`src/rtl/cco_map.vh`:
```
// Register map, field layout and reset values of the clock output channel block
// Assumes byte addresses of four times the register index on a 32-bit bus
`ifndef CCO_MAP_VH
`define CCO_MAP_VH

`define CCO_ADDR_W       6
`define CCO_IDX_HI       5
`define CCO_IDX_LO       2
`define CCO_IDX_CH_FIRST 4'h0
`define CCO_IDX_CH_LAST  4'h7
`define CCO_IDX_BOOST    4'h9
`define CCO_IDX_GLOBAL   4'he
`define CCO_IDX_STATUS   4'hf

`define CCO_NUM_CH       8
`define CCO_MODE_HI      18
`define CCO_MODE_LO      17
`define CCO_EN_BIT       16
`define CCO_DIV_HI       15
`define CCO_DIV_LO       8
`define CCO_DLY_HI       7
`define CCO_DLY_LO       4
`define CCO_RESET_BIT    31
`define CCO_BOOST_BIT    16
`define CCO_SEL_BIT      28
`define CCO_GOE_BIT      27
`define CCO_PD_BIT       26

`define CCO_CH_MASK      32'h0007fff0
`define CCO_BOOST_MASK   32'h00010000
`define CCO_GLB_MASK     32'h1c000000
`define CCO_CH_DEFAULT   32'h00000100
`define CCO_BOOST_DEFAULT 32'h00000000
`define CCO_GLB_DEFAULT  32'h08000000

`define CCO_MODE_BYPASS  2'h0
`define CCO_MODE_DIV     2'h1
`define CCO_MODE_DLY     2'h2
`define CCO_MODE_DIVDLY  2'h3
`define CCO_DLY_TAPS     15

`define CCO_RESP_OKAY    2'h0
`define CCO_RESP_SLVERR  2'h2

`endif

```
`src/rtl/cco_sync2.v`:
```
// Two flip-flop synchroniser for a bundle of asynchronous pin levels
// Assumes each bit is an independent level; no bus coherence is kept
`timescale 1ns/10ps
module cco_sync2 #(
  parameter WIDTH = 4
) (
  clk_sys,
  srst,
  async_in,
  sync_out
);
  input  wire             clk_sys;
  input  wire             srst;
  input  wire [WIDTH-1:0] async_in;
  output wire [WIDTH-1:0] sync_out;

  reg [WIDTH-1:0] meta_reg;
  reg [WIDTH-1:0] stable_reg;

  // Only the second stage is read outside
  always @(posedge clk_sys) begin
    if (srst) begin
      meta_reg   <= {WIDTH{1'b0}};
      stable_reg <= {WIDTH{1'b0}};
    end else begin
      meta_reg   <= async_in;
      stable_reg <= meta_reg;
    end
  end

  assign sync_out = stable_reg;
endmodule

```
`src/rtl/cco_channel.v`:
```
// One output channel: even divider, tapped delay line, path select and gating
// Assumes clock_level and clock_rise are already in the clk_sys domain
`timescale 1ns/10ps
`include "cco_map.vh"
module cco_channel (
  clk_sys,
  srst,
  clock_level,
  clock_rise,
  restart,
  path_mode,
  divide_code,
  delay_code,
  output_allowed,
  clock_out,
  divide_pending
);
  input  wire       clk_sys;
  input  wire       srst;
  input  wire       clock_level;
  input  wire       clock_rise;
  input  wire       restart;
  input  wire [1:0] path_mode;
  input  wire [7:0] divide_code;
  input  wire [3:0] delay_code;
  input  wire       output_allowed;
  output wire       clock_out;
  output wire       divide_pending;

  reg  [7:0]                cnt_reg;
  reg                       div_reg;
  reg  [7:0]                code_prev_reg;
  reg                       pending_reg;
  reg  [`CCO_DLY_TAPS-1:0]  dly_reg;
  reg                       out_reg;
  wire                      path_div;
  wire [`CCO_DLY_TAPS:0]    taps;
  wire                      path_sel;
  wire [31:0]               reset_word;

  // Toggle every divide_code input rises; code 0 freezes the divider output at its current level
  always @(posedge clk_sys) begin
    if (srst || restart) begin
      cnt_reg <= 8'h00;
      div_reg <= 1'b0;
    end else if (clock_rise && (divide_code != 8'h00)) begin
      // Toggling at count zero puts the first edge of every code on one rise
      if (cnt_reg == 8'h00)
        div_reg <= ~div_reg;
      // A compare by >= stops a shrunk code from running the counter away
      if (cnt_reg >= divide_code - 8'h01)
        cnt_reg <= 8'h00;
      else
        cnt_reg <= cnt_reg + 8'h01;
    end
  end

  assign reset_word = `CCO_CH_DEFAULT;

  // A changed code stays flagged until the next restart; the set wins
  always @(posedge clk_sys) begin
    if (srst) begin
      code_prev_reg <= reset_word[`CCO_DIV_HI:`CCO_DIV_LO];
      pending_reg   <= 1'b0;
    end else begin
      code_prev_reg <= divide_code;
      if (divide_code != code_prev_reg)
        pending_reg <= 1'b1;
      else if (restart)
        pending_reg <= 1'b0;
    end
  end

  assign path_div = path_mode[0] ? div_reg : clock_level;
  assign taps     = {dly_reg, path_div};
  assign path_sel = path_mode[1] ? taps[delay_code] : path_div;

  always @(posedge clk_sys) begin
    if (srst) begin
      dly_reg <= {`CCO_DLY_TAPS{1'b0}};
      out_reg <= 1'b0;
    end else begin
      dly_reg <= taps[`CCO_DLY_TAPS-1:0];
      out_reg <= output_allowed & path_sel;
    end
  end

  assign clock_out      = out_reg;
  assign divide_pending = pending_reg;
endmodule

```
`src/rtl/cco_top.v`:
```
// Eight-channel clock output control: AXI4-Lite registers and channel paths
// Assumes clock, sync and enable pins are asynchronous and sampled on clk_sys
//
// What this block does
// - Eight identical channel control registers, one per output; first also holds reset.
// - Channel fields: mode 18:17, enable 16, divide 15:8, delay 7:4; defaults set.
// - Reset bit 31 of first channel register restores all defaults, clearing itself.
// - A write setting reset ignores its other fields; host rewrites afterwards.
// - Path mode 0 bypass, 1 divided, 2 delayed, 3 divided and delayed.
// - Divider matters only in divided or divided-and-delayed modes.
// - Divide by twice the code; code 0 invalid, default code 1.
// - Global bit 28 selects input: 0 second input, 1 first input.
// - Global bit 27 is global output enable, default 1.
// - Global bit 26 is power-down, default 0.
// - Global enable bit or pin low disables all outputs; else per-channel enable.
// - Power-down stops the whole device regardless of other bits or pins.
// - Delay code matters only in delayed or divided-and-delayed modes.
//
// Register access over AXI4-Lite was left to the implementer.
`timescale 1ns/10ps
`include "cco_map.vh"
module cco_top (
  clk_sys,
  srst,
  s_axi_awaddr,
  s_axi_awvalid,
  s_axi_awready,
  s_axi_wdata,
  s_axi_wstrb,
  s_axi_wvalid,
  s_axi_wready,
  s_axi_bresp,
  s_axi_bvalid,
  s_axi_bready,
  s_axi_araddr,
  s_axi_arvalid,
  s_axi_arready,
  s_axi_rdata,
  s_axi_rresp,
  s_axi_rvalid,
  s_axi_rready,
  first_clock_input,
  second_clock_input,
  sync_n,
  global_enable_pin,
  channel_clock_out,
  output_boost_enable,
  device_power_down
);
  input  wire                    clk_sys;
  input  wire                    srst;
  input  wire [`CCO_ADDR_W-1:0]  s_axi_awaddr;
  input  wire                    s_axi_awvalid;
  output wire                    s_axi_awready;
  input  wire [31:0]             s_axi_wdata;
  input  wire [3:0]              s_axi_wstrb;
  input  wire                    s_axi_wvalid;
  output wire                    s_axi_wready;
  output wire [1:0]              s_axi_bresp;
  output wire                    s_axi_bvalid;
  input  wire                    s_axi_bready;
  input  wire [`CCO_ADDR_W-1:0]  s_axi_araddr;
  input  wire                    s_axi_arvalid;
  output wire                    s_axi_arready;
  output wire [31:0]             s_axi_rdata;
  output wire [1:0]              s_axi_rresp;
  output wire                    s_axi_rvalid;
  input  wire                    s_axi_rready;
  input  wire                    first_clock_input;
  input  wire                    second_clock_input;
  input  wire                    sync_n;
  input  wire                    global_enable_pin;
  output wire [`CCO_NUM_CH-1:0]  channel_clock_out;
  output wire                    output_boost_enable;
  output wire                    device_power_down;

  // ***************************************************************
  // Byte-lane merge
  // ***************************************************************
  function [31:0] merge_word;
    input [31:0] old_word;
    input [31:0] new_word;
    input [3:0]  strb;
    input [31:0] mask;
    integer      b;
    reg   [31:0] res;
    begin
      res = old_word;
      for (b = 0; b < 4; b = b + 1) begin
        if (strb[b])
          res[8*b +: 8] = new_word[8*b +: 8];
      end
      merge_word = res & mask;
    end
  endfunction

  // ***************************************************************
  // Pin synchronisers
  // ***************************************************************
  wire [3:0] pins_s;
  wire       first_s;
  wire       second_s;
  wire       sync_n_s;
  wire       goe_pin_s;

  cco_sync2 #(
    .WIDTH (4)
  ) u_pin_sync (
    .clk_sys  (clk_sys),
    .srst     (srst),
    .async_in ({global_enable_pin, sync_n, second_clock_input, first_clock_input}),
    .sync_out (pins_s)
  );

  assign first_s   = pins_s[0];
  assign second_s  = pins_s[1];
  assign sync_n_s  = pins_s[2];
  assign goe_pin_s = pins_s[3];

  // ***************************************************************
  // Write channel
  // ***************************************************************
  reg                    aw_held_reg;
  reg [`CCO_ADDR_W-1:0]  awaddr_reg;
  reg                    w_held_reg;
  reg [31:0]             wdata_reg;
  reg [3:0]              wstrb_reg;
  reg                    bvalid_reg;
  reg [1:0]              bresp_reg;
  wire                   do_write;
  wire [3:0]             wr_idx;
  wire                   wr_is_ch;
  wire                   wr_mapped;
  wire                   soft_reset;
  wire                   wr_first;
  reg                    wr_hit_ch;
  reg                    wr_hit_boost;
  reg                    wr_hit_glb;

  // Address and data are taken in either order; one write in flight
  assign s_axi_awready = ~aw_held_reg & ~bvalid_reg;
  assign s_axi_wready  = ~w_held_reg & ~bvalid_reg;
  assign do_write      = aw_held_reg & w_held_reg & ~bvalid_reg;
  assign wr_idx        = awaddr_reg[`CCO_IDX_HI:`CCO_IDX_LO];
  assign wr_is_ch      = wr_hit_ch;
  assign wr_mapped     = wr_hit_ch | wr_hit_boost | wr_hit_glb;
  assign wr_first      = wr_is_ch & (wr_idx == `CCO_IDX_CH_FIRST);
  assign soft_reset    = do_write & wr_first & wstrb_reg[3] & wdata_reg[`CCO_RESET_BIT];

  always @(posedge clk_sys) begin
    if (srst) begin
      aw_held_reg <= 1'b0;
      awaddr_reg  <= {`CCO_ADDR_W{1'b0}};
      w_held_reg  <= 1'b0;
      wdata_reg   <= 32'h00000000;
      wstrb_reg   <= 4'h0;
      bvalid_reg  <= 1'b0;
      bresp_reg   <= `CCO_RESP_OKAY;
    end else begin
      if (s_axi_awvalid && s_axi_awready) begin
        aw_held_reg <= 1'b1;
        awaddr_reg  <= s_axi_awaddr;
      end
      if (s_axi_wvalid && s_axi_wready) begin
        w_held_reg <= 1'b1;
        wdata_reg  <= s_axi_wdata;
        wstrb_reg  <= s_axi_wstrb;
      end
      if (do_write) begin
        aw_held_reg <= 1'b0;
        w_held_reg  <= 1'b0;
        bvalid_reg  <= 1'b1;
        bresp_reg   <= wr_mapped ? `CCO_RESP_OKAY : `CCO_RESP_SLVERR;
      end else if (bvalid_reg && s_axi_bready) begin
        bvalid_reg <= 1'b0;
      end
    end
  end

  assign s_axi_bvalid = bvalid_reg;
  assign s_axi_bresp  = bresp_reg;

  // ***************************************************************
  // Write decode
  // ***************************************************************
  // Reserved slots raise no strobe, so their writes answer with an error
  always @* begin
    wr_hit_ch    = 1'b0;
    wr_hit_boost = 1'b0;
    wr_hit_glb   = 1'b0;
    case (wr_idx)
      `CCO_IDX_BOOST:  wr_hit_boost = 1'b1;
      `CCO_IDX_GLOBAL: wr_hit_glb   = 1'b1;
      default:         wr_hit_ch    = (wr_idx <= `CCO_IDX_CH_LAST);
    endcase
  end

  // ***************************************************************
  // Global and boost registers
  // ***************************************************************
  reg  [31:0] glb_reg;
  reg  [31:0] boost_reg;
  wire        sel_first;
  wire        glb_enable;
  wire        power_down;

  always @(posedge clk_sys) begin
    if (srst || soft_reset) begin
      glb_reg   <= `CCO_GLB_DEFAULT;
      boost_reg <= `CCO_BOOST_DEFAULT;
    end else if (do_write) begin
      if (wr_hit_glb)
        glb_reg <= merge_word(glb_reg, wdata_reg, wstrb_reg, `CCO_GLB_MASK);
      if (wr_hit_boost)
        boost_reg <= merge_word(boost_reg, wdata_reg, wstrb_reg, `CCO_BOOST_MASK);
    end
  end

  assign sel_first           = glb_reg[`CCO_SEL_BIT];
  assign glb_enable          = glb_reg[`CCO_GOE_BIT];
  assign power_down          = glb_reg[`CCO_PD_BIT];
  assign output_boost_enable = boost_reg[`CCO_BOOST_BIT];
  assign device_power_down   = power_down;

  // ***************************************************************
  // Selected input clock and restart
  // ***************************************************************
  reg  sel_prev_reg;
  wire sel_level;
  wire sel_rise;
  wire restart;

  assign sel_level = sel_first ? first_s : second_s;

  always @(posedge clk_sys) begin
    if (srst)
      sel_prev_reg <= 1'b0;
    else
      sel_prev_reg <= sel_level;
  end

  assign sel_rise = sel_level & ~sel_prev_reg;
  // Dividers hold at phase zero while sync is low and start together on release
  assign restart  = ~sync_n_s | power_down;

  // ***************************************************************
  // Channel registers and paths
  // ***************************************************************
  wire [32*`CCO_NUM_CH-1:0] ch_flat;
  wire [`CCO_NUM_CH-1:0]    ch_allowed;
  wire [`CCO_NUM_CH-1:0]    ch_pending;
  wire [`CCO_NUM_CH-1:0]    ch_write;

  genvar i;
  generate
    for (i = 0; i < `CCO_NUM_CH; i = i + 1) begin : chan
      reg [31:0] ctrl_reg;

      // One strobe per channel keeps the index compare out of the register
      assign ch_write[i] = do_write & wr_is_ch & (wr_idx == i);

      // A reset write leaves its own other fields unused
      always @(posedge clk_sys) begin
        if (srst || soft_reset) begin
          ctrl_reg <= `CCO_CH_DEFAULT;
        end else if (ch_write[i]) begin
          ctrl_reg <= merge_word(ctrl_reg, wdata_reg, wstrb_reg, `CCO_CH_MASK);
        end
      end

      assign ch_flat[32*i +: 32] = ctrl_reg;
      assign ch_allowed[i] = ~power_down & glb_enable & goe_pin_s & ctrl_reg[`CCO_EN_BIT];

      cco_channel u_channel (
        .clk_sys        (clk_sys),
        .srst           (srst),
        .clock_level    (sel_level),
        .clock_rise     (sel_rise),
        .restart        (restart),
        .path_mode      (ctrl_reg[`CCO_MODE_HI:`CCO_MODE_LO]),
        .divide_code    (ctrl_reg[`CCO_DIV_HI:`CCO_DIV_LO]),
        .delay_code     (ctrl_reg[`CCO_DLY_HI:`CCO_DLY_LO]),
        .output_allowed (ch_allowed[i]),
        .clock_out      (channel_clock_out[i]),
        .divide_pending (ch_pending[i])
      );
    end
  endgenerate

  // ***************************************************************
  // Status word
  // ***************************************************************
  wire [31:0] status_word;

  // Live view: allowed outputs, codes awaiting sync, sync and enable pins
  assign status_word = {14'h0000, goe_pin_s, ~sync_n_s, ch_pending, ch_allowed};

  // ***************************************************************
  // Read channel
  // ***************************************************************
  reg         rvalid_reg;
  reg  [31:0] rdata_reg;
  reg  [1:0]  rresp_reg;
  reg  [31:0] rd_word;
  reg  [1:0]  rd_resp;
  wire [3:0]  rd_idx;

  assign rd_idx        = s_axi_araddr[`CCO_IDX_HI:`CCO_IDX_LO];
  assign s_axi_arready = ~rvalid_reg;

  // Reset bit never reads back set since CCO_CH_MASK keeps bit 31 out of the register
  always @* begin
    rd_word = 32'h00000000;
    rd_resp = `CCO_RESP_OKAY;
    case (rd_idx)
      `CCO_IDX_BOOST:  rd_word = boost_reg;
      `CCO_IDX_GLOBAL: rd_word = glb_reg;
      `CCO_IDX_STATUS: rd_word = status_word;
      default: begin
        if (rd_idx <= `CCO_IDX_CH_LAST)
          rd_word = ch_flat[32*rd_idx +: 32];
        else
          rd_resp = `CCO_RESP_SLVERR;
      end
    endcase
  end

  always @(posedge clk_sys) begin
    if (srst) begin
      rvalid_reg <= 1'b0;
      rdata_reg  <= 32'h00000000;
      rresp_reg  <= `CCO_RESP_OKAY;
    end else if (s_axi_arvalid && s_axi_arready) begin
      rvalid_reg <= 1'b1;
      rdata_reg  <= rd_word;
      rresp_reg  <= rd_resp;
    end else if (rvalid_reg && s_axi_rready) begin
      rvalid_reg <= 1'b0;
    end
  end

  assign s_axi_rvalid = rvalid_reg;
  assign s_axi_rdata  = rdata_reg;
  assign s_axi_rresp  = rresp_reg;
endmodule

```
`config.mk`:
```
export PLATFORM = sky130hd
export DESIGN_NAME = cco_top
export DESIGN_NICKNAME = d
export VERILOG_FILES = /design/src/rtl/cco_sync2.v /design/src/rtl/cco_channel.v /design/src/rtl/cco_top.v
export VERILOG_INCLUDE_DIRS = /design/src /design/src/rtl
export SDC_FILE = /design/constraint.sdc
export NUM_CORES = 1
export LEC_CHECK = 0
export ABC_CLOCK_PERIOD_IN_PS = 4300
export BUFFER_PORTS_ARGS = -buffer_cell sky130_fd_sc_hd__buf_2
export CORE_ASPECT_RATIO = 1.2
export CORE_MARGIN = 1.5
export CORE_UTILIZATION = 55
export DETAILED_ROUTE_END_ITERATION = 16
export PLACE_DENSITY_LB_ADDON = 0.05
export SLEW_MARGIN = 10
export SYNTH_ARGS = -nofsm -noshare
export SYNTH_HDL_FRONTEND = slang
export SYNTH_SLANG_ARGS = --single-unit
```
`constraint.sdc`:
```
create_clock -name clk_sys -period 4.3 [get_ports clk_sys]
set_input_delay 0.86 -clock clk_sys [delete_from_list [all_inputs] [get_ports clk_sys]]
set_output_delay 0.86 -clock clk_sys [all_outputs]
set_load 0.005 [all_outputs]
```
# Word-level counts from Yosys, hierarchy flattened
# Cells that the tools add are included.
[totals] reg_bits=487 inputBits=59 elab_cells=337
[classes] n_addsub=16 n_lt_le_gt_ge=18 eq_ne=20 shifts=1 mux=62 bitwise_logic=54 reduce_logical=79
[ops] op="variable part select 256 x 10 -> 32 bit" count=1
[ops] op="case mux 32 bit (3 select lines)" count=1
[ops] op="adder 8 x 1 -> 8 bit (second input constant)" count=8
[ops] op=">= comparator 8 bit" count=8
[ops] op="zero test 8 bit" count=8
[ops] op="two-way mux 8 bit" count=8
[ops] op="!= test 8 bit" count=8
[ops] op="AND reduction 2 bit" count=32
[ops] op="nonzero test 8 bit" count=8
[ops] op="subtractor 8 x 1 -> 8 bit (second input constant)" count=8
[ops] op="two-way mux 1 bit" count=41
[ops] op="less-than comparator 4 x 5 -> 1 bit (second input constant)" count=8
[ops] op="bitwise AND 1 bit" count=36
[ops] op="binary-select mux 1 bit (select 4 bit)" count=8
[ops] op="two-way mux 32 bit" count=1
[ops] op="equality test 4 bit (second input constant)" count=5
[ops] op="nonzero test 2 bit" count=10
[ops] op="equality test 4 x 3 -> 1 bit (second input constant)" count=4
[ops] op="NOT 1 bit" count=15
[ops] op="logical AND 1 bit" count=13
[ops] op="equality test 4 x 2 -> 1 bit (second input constant)" count=2
[ops] op="less-or-equal comparator 4 x 3 -> 1 bit (second input constant)" count=2
[ops] op="two-way mux 2 bit" count=3
[ops] op="AND reduction 3 bit" count=2
[ops] op="other kinds (6)" count=10

# Logic depth before layout (Yosys ltp)
# Gate-level depths: netlist of the first run.
[depth] ltp_word=8 mapped_depth=11 depth_no_buf=10

# Hierarchy
# A second synthesis of the first run with hierarchy kept.
[hier_totals] cells_unflattened=2266 hier_area_um2=21828.4
[by_module_without_submodules] mod="cco_channel" instances=8 cells_each=179 area_each_um2=1714.1
[by_module_without_submodules] mod="cco_top" instances=1 cells_each=818 area_each_um2=7905.1
[by_module_without_submodules] mod="cco_sync2" instances=1 cells_each=16 area_each_um2=210.2

# Worst setup path after synthesis of the first run
# OpenSTA, ideal clock, no wires.
[synth_timing] path_kind="flip-flop to flip-flop" from="register chan[2].ctrl_reg[10]" to="register chan[2].u_channel.cnt_reg[2]" arrival_ns=2.723 t_required_ns=4.241 setup_slack_ns=1.518 path_stages_with_launch=12 path_buffers=2 period_less_slack_ns=2.782 path_cell_list="dfxtp_1 -> clkbuf_1 -> nor4_2 -> nand2_1 -> xor2_1 -> ha_1 -> a21o_1 -> a221o_1 -> a41oi_2 -> and3_1 -> clkbuf_1 -> a22o_1"
[synth_between] elab_chain_len=3 elab_cells_between_ends=5 classes_between="add/sub (1); order compare (1); mux (1); reduce/logical (2)"
[synth_rtl] item="start: declaration" line="cco_top.v:257" text="reg [31:0] ctrl_reg;"
[synth_rtl] item="start signal: assignment" line="cco_top.v:265" text="ctrl_reg <= `CCO_CH_DEFAULT;"
[synth_rtl] item="start signal: assignment" line="cco_top.v:267" text="ctrl_reg <= merge_word(ctrl_reg, wdata_reg, wstrb_reg, `CCO_CH_MASK);"
[synth_rtl] item="subtractor 8 x 1 -> 8 bit" line="cco_channel.v:51" text="if (cnt_reg >= divide_code - 8'h01)"
[synth_rtl] item=">= comparator 8 bit" line="cco_channel.v:51"
[synth_rtl] item="two-way mux 8 bit" line="cco_channel.v:51"
[synth_rtl] item="end signal: assignment" line="cco_channel.v:54" text="cnt_reg <= cnt_reg + 8'h01;"
[synth_rtl] item="end: declaration" line="cco_channel.v:30" text="reg [7:0] cnt_reg;"
# Parallel ways exist; a longest one is shown, timed or not.
# A chain may end at the register's enable or synchronous reset.

# Worst setup path after layout of the first run
[layout_timing] from="register chan[3].ctrl_reg[10]" to="register chan[3].u_channel.cnt_reg[1]"
[layout_between] elab_chain_len=3 elab_cells_between_ends=5 classes_between="add/sub (1); order compare (1); mux (1); reduce/logical (2)"
[layout_rtl] item="start: declaration" line="cco_top.v:257"
[layout_rtl] item="start signal: assignment" line="cco_top.v:265"
[layout_rtl] item="start signal: assignment" line="cco_top.v:267"
[layout_rtl] item="subtractor 8 x 1 -> 8 bit" line="cco_channel.v:51"
[layout_rtl] item=">= comparator 8 bit" line="cco_channel.v:51"
[layout_rtl] item="two-way mux 8 bit" line="cco_channel.v:51"
[layout_rtl] item="end signal: assignment" line="cco_channel.v:54"
[layout_rtl] item="end: declaration" line="cco_channel.v:30"
# Parallel ways exist; a longest one is shown, timed or not.

==> flow_summary.ini, run 1 <==
[status]
outcome = finished clean

[power_and_ir_drop]
p_total_w = 0.009153
p_per_area_nw_per_um2 = 384.2
switching_share_pct = 22.16
p_leak_nw = 9.365
intPower_w = 0.007125
pwr-share-clk_pct = 48.8
peakVddDrop_mv = 0.3605
p_comb_share_pct = 3.5
p_switching_w = 0.002028
seqPwrFrac_pct = 47.7

[placement]
io_buffers = 80
pre_cts_slack_ns = 1.047
place_inst = 2771
post-dp-hpwl_um = 37690
place.gp.congestion = 0.8618

[floorplanning]
dieArea_sq_um = 40430
die_w_um = 183.8
row_count = 79
initial_utilization_pct = 55.68
pin_count = 110
core_area_sq_um = 38750
die_y_um = 220.0

[yosys]
ys_types = 73
syn_area_per_cell_sq_um = 9.388
yosys.area.top_type_share_pct = 42.68
synth_area_leaders = dfxtp_1, nor2b_1, mux4_2
ys_async_sr_fraction_pct = 0
synthFlopType = dfxtp_1
yosys.area.top_type = dfxtp_1
syn-instance-count = 2298
yosys_warnings = 0
synthesis.area_sq_um = 21570
ys_seq_area_share_pct = 42.68
ys_seq_elements = 460
synth_enable_flop_cells = 0

[critical_path]
reg2reg_slack_ns = 1.28
endpoint_kind = flip-flop
worst-setup-path-type = reg2reg
required_ns = 4.79
path_max_fanout = 8
worstSetupStartpointType = flip-flop
worst_ep_arrival_time_ns = 3.51

[final_layout]
syn2layout_area_growth_pct = 10.42
nFillCells = 3368
final_util_pct = 61.48
regArea_sq_um = 9209
fin_nets = 2450
multi_input_area_sq_um = 11490
drive_gt1_share_pct = 12.68
mostFrequentLayoutCells = dfxtp_1, nand2_1, nor2b_1
finalNonFillerCells = 2853
final_common_cell = dfxtp_1

[global_routing]
busiest_layer = met2
antenna_found_initial = 1
grt_util_all_layers_pct = 27.15
grtUsageMet2_pct = 48.84
overflow = 0
use_met1_pct = 32.73
use_met3_pct = 3.619
grt_max_degree = 116
grt_pass1_vias = 16195
grt_pass1_wl_um = 86430

[timing]
timing.final.crit_period_ns = 3.019
finClkSkew_ns = 0.01885
min_period_over_period_pct = 70.20
max_freq_mhz = 331.3
fin_ws_ns = 1.281
relSlewSlack_pct = 15.93
setup_viol = 0
tns_ns = 0
worst_pin_slew_ns = 1.256
rsz0062_at_grt = false
maxSlewViolCount = 0
hold_violations = 0

[detailed_routing]
via_per_inst = 5.773
drc = 0
wl_per_cell_um = 18.87
vias = 16470
first_pass_iters = 5
ant_nets = 0
drt-initial-drc-count = 1110
drt-total-wl_um = 53830

[cts]
path_clk_slew_ns = 0.06
cts_setup_buffers = 0
clockBufferDepth = 3
clkSinkCount = 460
cts_buffers = 47
root_buffer = clkbuf_16
worstSkewPairLatency_ns = 0.60
post_cts_resized = 0
ctsHoldBuffers = 0
ctsHtreeMaxLevel = 2
cts_tree = yes

[run]
cap_violations = 0

[min_path]
hp-class = in2reg
-- cells in the mapped netlist, types with 6 or more instances --
cell type	n
a31oi_1	20
nand4_1	13
nor3b_1	15
ha_1	96
a211oi_1	8
dfxtp_1	460
o311ai_0	7
or3_1	7
nand3_1	87
mux4_2	54
mux2_2	15
and4_1	8
nor2b_1	208
buf_2	30
a22o_1	34
o22ai_1	12
a21oi_1	159
nor3_1	47
nor2_1	138
inv_1	53
o21ai_0	62
nor4b_1	6
xnor2_1	27
o31ai_1	21
a31o_2	7
nor4_1	19
buf_1	8
mux2i_1	69
or2_2	13
a21o_1	14
nand2_1	232
xor2_1	93
a22oi_1	18
and3_1	30
nor3_2	6
nand2b_1	11
buf_4	20
clkbuf_1	104
-- worst paths after layout --
kind | from | to | cells past startpoint
setup / recovery | chan[3].ctrl_reg[10] | chan[3].u_channel.cnt_reg[1] | 9
hold / removal | s_axi_rready | s_axi_rvalid | 2
setup reg to reg | chan[3].ctrl_reg[10] | chan[3].u_channel.cnt_reg[1] | 9
hold reg to reg | wdata_reg[26] | wdata_reg[26] | 2
-- routing by layer --
metal / part of all wire (%) / up-vias
met4: 3.5 / 0
li1: - / 8011
met2: 50 / 375
met1: 42 / 7979
met5: 0 / -
met3: 4.3 / 105
-- stage by stage --
| stage | area (sq um) | hold WS, ns |
|---|---|---|
| after floorplan | 21620 | 0.4138 |
| after global placement | 22100 | 0.4223 |
| after detailed placement | 22100 | 0.4429 |
| after CTS | 23790 | 0.4244 |
| after global routing | 23820 | 0.4443 |
| final | 23820 | 0.4488 |
-- worst max-delay path, cell delays in order, from the launching register on --
cell,delay [ns]
dfxtp_1,0.43
nor4_1,0.56
nand2_1,0.12
xor2_1,0.17
ha_1,0.33
nand3_1,0.13
nor2_1,0.06
a21oi_1,0.50
nand3_1,0.39
o32ai_1,0.22
-- layout make-up --
cell class                      count  area share (%)
Multi-Input combinational cell   1633           48.22
Inverter                           53          0.8351
Tap cell                          526           2.763
Clock buffer                       58           5.578
Clock inverter                     22           1.513
Timing Repair Buffer              100           2.421
Antenna cell                        1         0.01050
Sequential cell                   460           38.66
-- power groups by stage --
| stage | Combinational [W] | Clock (W) | Sequential, W |
|---|---|---|---|
| floorplan | 0.000250 | 0 | 0.00441 |
| global placement | 0.000311 | 0 | 0.00445 |
| detailed placement | 0.000315 | 0 | 0.00446 |
| CTS | 0.000316 | 0.00454 | 0.00436 |
| global route | 0.000353 | 0.00469 | 0.00436 |
| finish | 0.000321 | 0.00447 | 0.00436 |
-- kinds of logic after synthesis --
| family | share of synthesized area (%) |
|---|---|
| flip-flops | 42.68 |
| buffers and inverters | 4.315 |
| adder cells (fa/ha/maj) | 5.567 |
| AND/OR/NAND/NOR | 20.74 |
| other | 0.01738 |
| XOR/XNOR | 4.872 |
| AO/OA/AOI/OAI | 12.12 |
| multiplexers | 9.685 |
Power figures use the tool's default switching activity.
==> run 2, diff against run 1 <==
--- a/config.mk
+++ b/config.mk
@@ -6,7 +6,7 @@
 export SDC_FILE = /design/constraint.sdc
 export NUM_CORES = 1
 export LEC_CHECK = 0
-export ABC_CLOCK_PERIOD_IN_PS = 4300
+export ABC_CLOCK_PERIOD_IN_PS = 3000
 export BUFFER_PORTS_ARGS = -buffer_cell sky130_fd_sc_hd__buf_2
 export CORE_ASPECT_RATIO = 1.2
 export CORE_MARGIN = 1.5
==> constraint.sdc (replaced) <==
create_clock -name clk_sys -period 3 [get_ports clk_sys]
set_input_delay 0.6 -clock clk_sys [delete_from_list [all_inputs] [get_ports clk_sys]]
set_output_delay 0.6 -clock clk_sys [all_outputs]
set_load 0.005 [all_outputs]
==> run 2 against run 1 <==
Effect of this change:
- global-route usage about the same
- sequential power increased by 44%
- combinational power increased by 49%
- register-to-register slack got worse by 1.1 ns
- worst hold slack got worse by 0.24 ns
- die area unchanged
- total power increased by 37%
- sequential share of layout area decreased by 0.30 points
- count of clock-buffer cells in the layout increased by 5
- critical endpoint is now chan[2].u_channel.cnt_reg[2]
==> flow_summary.ini, run 2 (synthesized netlist as in run 1, its figures left out) <==
[critical_path]
cp_slowest_stage_delay_ns = 0.52
slowest_stage = nor4_2
required_ns = 3.50
path_max_fanout = 8
worst_ep_arrival_time_ns = 3.28
crit_chain = nor4_2 -> nand2_1 -> xor2_1 -> ha_1 -> a21o_1 -> a221o_1 -> a41oi_2 -> and3_1 -> a22o_1
endpoint_kind = flip-flop
worst-setup-path-type = reg2reg
worstSetupStartpointType = flip-flop
r2r_cells = 9

[min_path]
hp-class = in2reg
hold_path_depth = 2

[cts]
ctsHtreeMaxLevel = 2
path_clk_slew_ns = 0.06
post_cts_resized = 0
root_buffer = clkbuf_16
cts_setup_buffers = 0
clkSinkCount = 460
cts_buffers = 46
worstSkewPairLatency_ns = 0.56
ctsHoldBuffers = 0
cts_tree = yes
clockBufferDepth = 3

[detailed_routing]
vias = 16463
via_per_inst = 5.677
drc = 0
wl_per_cell_um = 18.64
drt-total-wl_um = 54050
ant_nets = 0
first_pass_iters = 6
drt-initial-drc-count = 889

[global_routing]
grt_pass1_wl_um = 86920
grt_pass1_vias = 16428
grt_util_all_layers_pct = 27.20
grt_max_degree = 87
antenna_found_initial = 1
overflow = 0

[timing]
max_freq_mhz = 360.7
finClkSkew_ns = 0.01630
min_period_over_period_pct = 92.42
maxSlewViolCount = 0
worst_pin_slew_ns = 0.8566
rsz0062_at_grt = false
hold_violations = 0
hold_ws_ns = 0.2087
setup_viol = 0
tns_ns = 0
timing.final.crit_period_ns = 2.773
relSlewSlack_pct = 42.90

[final_layout]
fin_nets = 2496
mostFrequentLayoutCells = dfxtp_1, nand2_1, nor2b_1
final_common_cell = dfxtp_1
drive_gt1_share_pct = 14.16
syn2layout_area_growth_pct = 11.27

[floorplanning]
die_y_um = 220.0
die_w_um = 183.8
dieArea_sq_um = 40430
initial_utilization_pct = 55.68
core_area_sq_um = 38750
pin_count = 110
row_count = 79

[placement]
post-dp-hpwl_um = 38720
io_buffers = 80
place.gp.congestion = 0.8577

[power_and_ir_drop]
p_per_area_nw_per_um2 = 521.4
p_total_w = 0.01252
p_leak_nw = 9.518
peakVddDrop_mv = 0.4280

[status]
outcome = finished clean

[run]
cap_violations = 0
==> run 2: metal layers <==
layer	GRT usage, %	vias up	share of wire (%)	wire [um]
met4	12.19	0	4.3	2341
li1	-	8110	-	-
met1	32.55	7856	43	22980
met5	0	-	0	0
met3	3.983	135	4.3	2337
met2	48.22	362	49	26390
==> run 2: path summary, 6_finish.rpt <==
check	slack (ns)	start	to
hold reg to reg	0.44	u_pin_sync.meta_reg[1]	u_pin_sync.sync_out[1]
setup reg to reg	0.23	chan[2].ctrl_reg[10]	chan[2].u_channel.cnt_reg[2]
hold / removal	0.21	s_axi_rready	s_axi_rvalid
setup / recovery	0.23	chan[2].ctrl_reg[10]	chan[2].u_channel.cnt_reg[2]
==> run 2: final cells by class <==
type | count | area (sq um)
sequential | 460 | 9209
clock inverter | 17 | 197.7
antenna | 1 | 2.502
inverter | 53 | 198.9
fill | 3393 | 14740
clock buffer | 63 | 1306
tap | 526 | 658.1
timing repair buffer | 147 | 934.6
multi-input combinational | 1633 | 11500
==> run 2: worst max-delay path, delay by kind of cell, from the launching register on <==
family	cells	cell delay, ns
compound gates	4	0.87
flops	1	0.41
xor+xnor	1	0.16
fa+ha+maj	1	0.30
simple gates	3	0.97
==> run 2: power by group <==
part / switching [W] / internal [W]
clock: 0.00240 / 0.00339
combinational: 0.000320 / 0.000158
sequential: 0.0000982 / 0.00616
==> run 2: stage by stage <==
step	area, sq um	utilization, %	worst slack (ns)	cells
2_1_floorplan	21620	-	0.2181	2309
3_3_place_gp	22490	58.04	0.2786	2819
3_5_place_dp	22490	58.04	0.1606	2819
4_1_cts	23990	61.92	0.1316	2899
5_1_grt	24000	61.95	0.01328	2899
6_report	24010	61.96	0.2274	2900
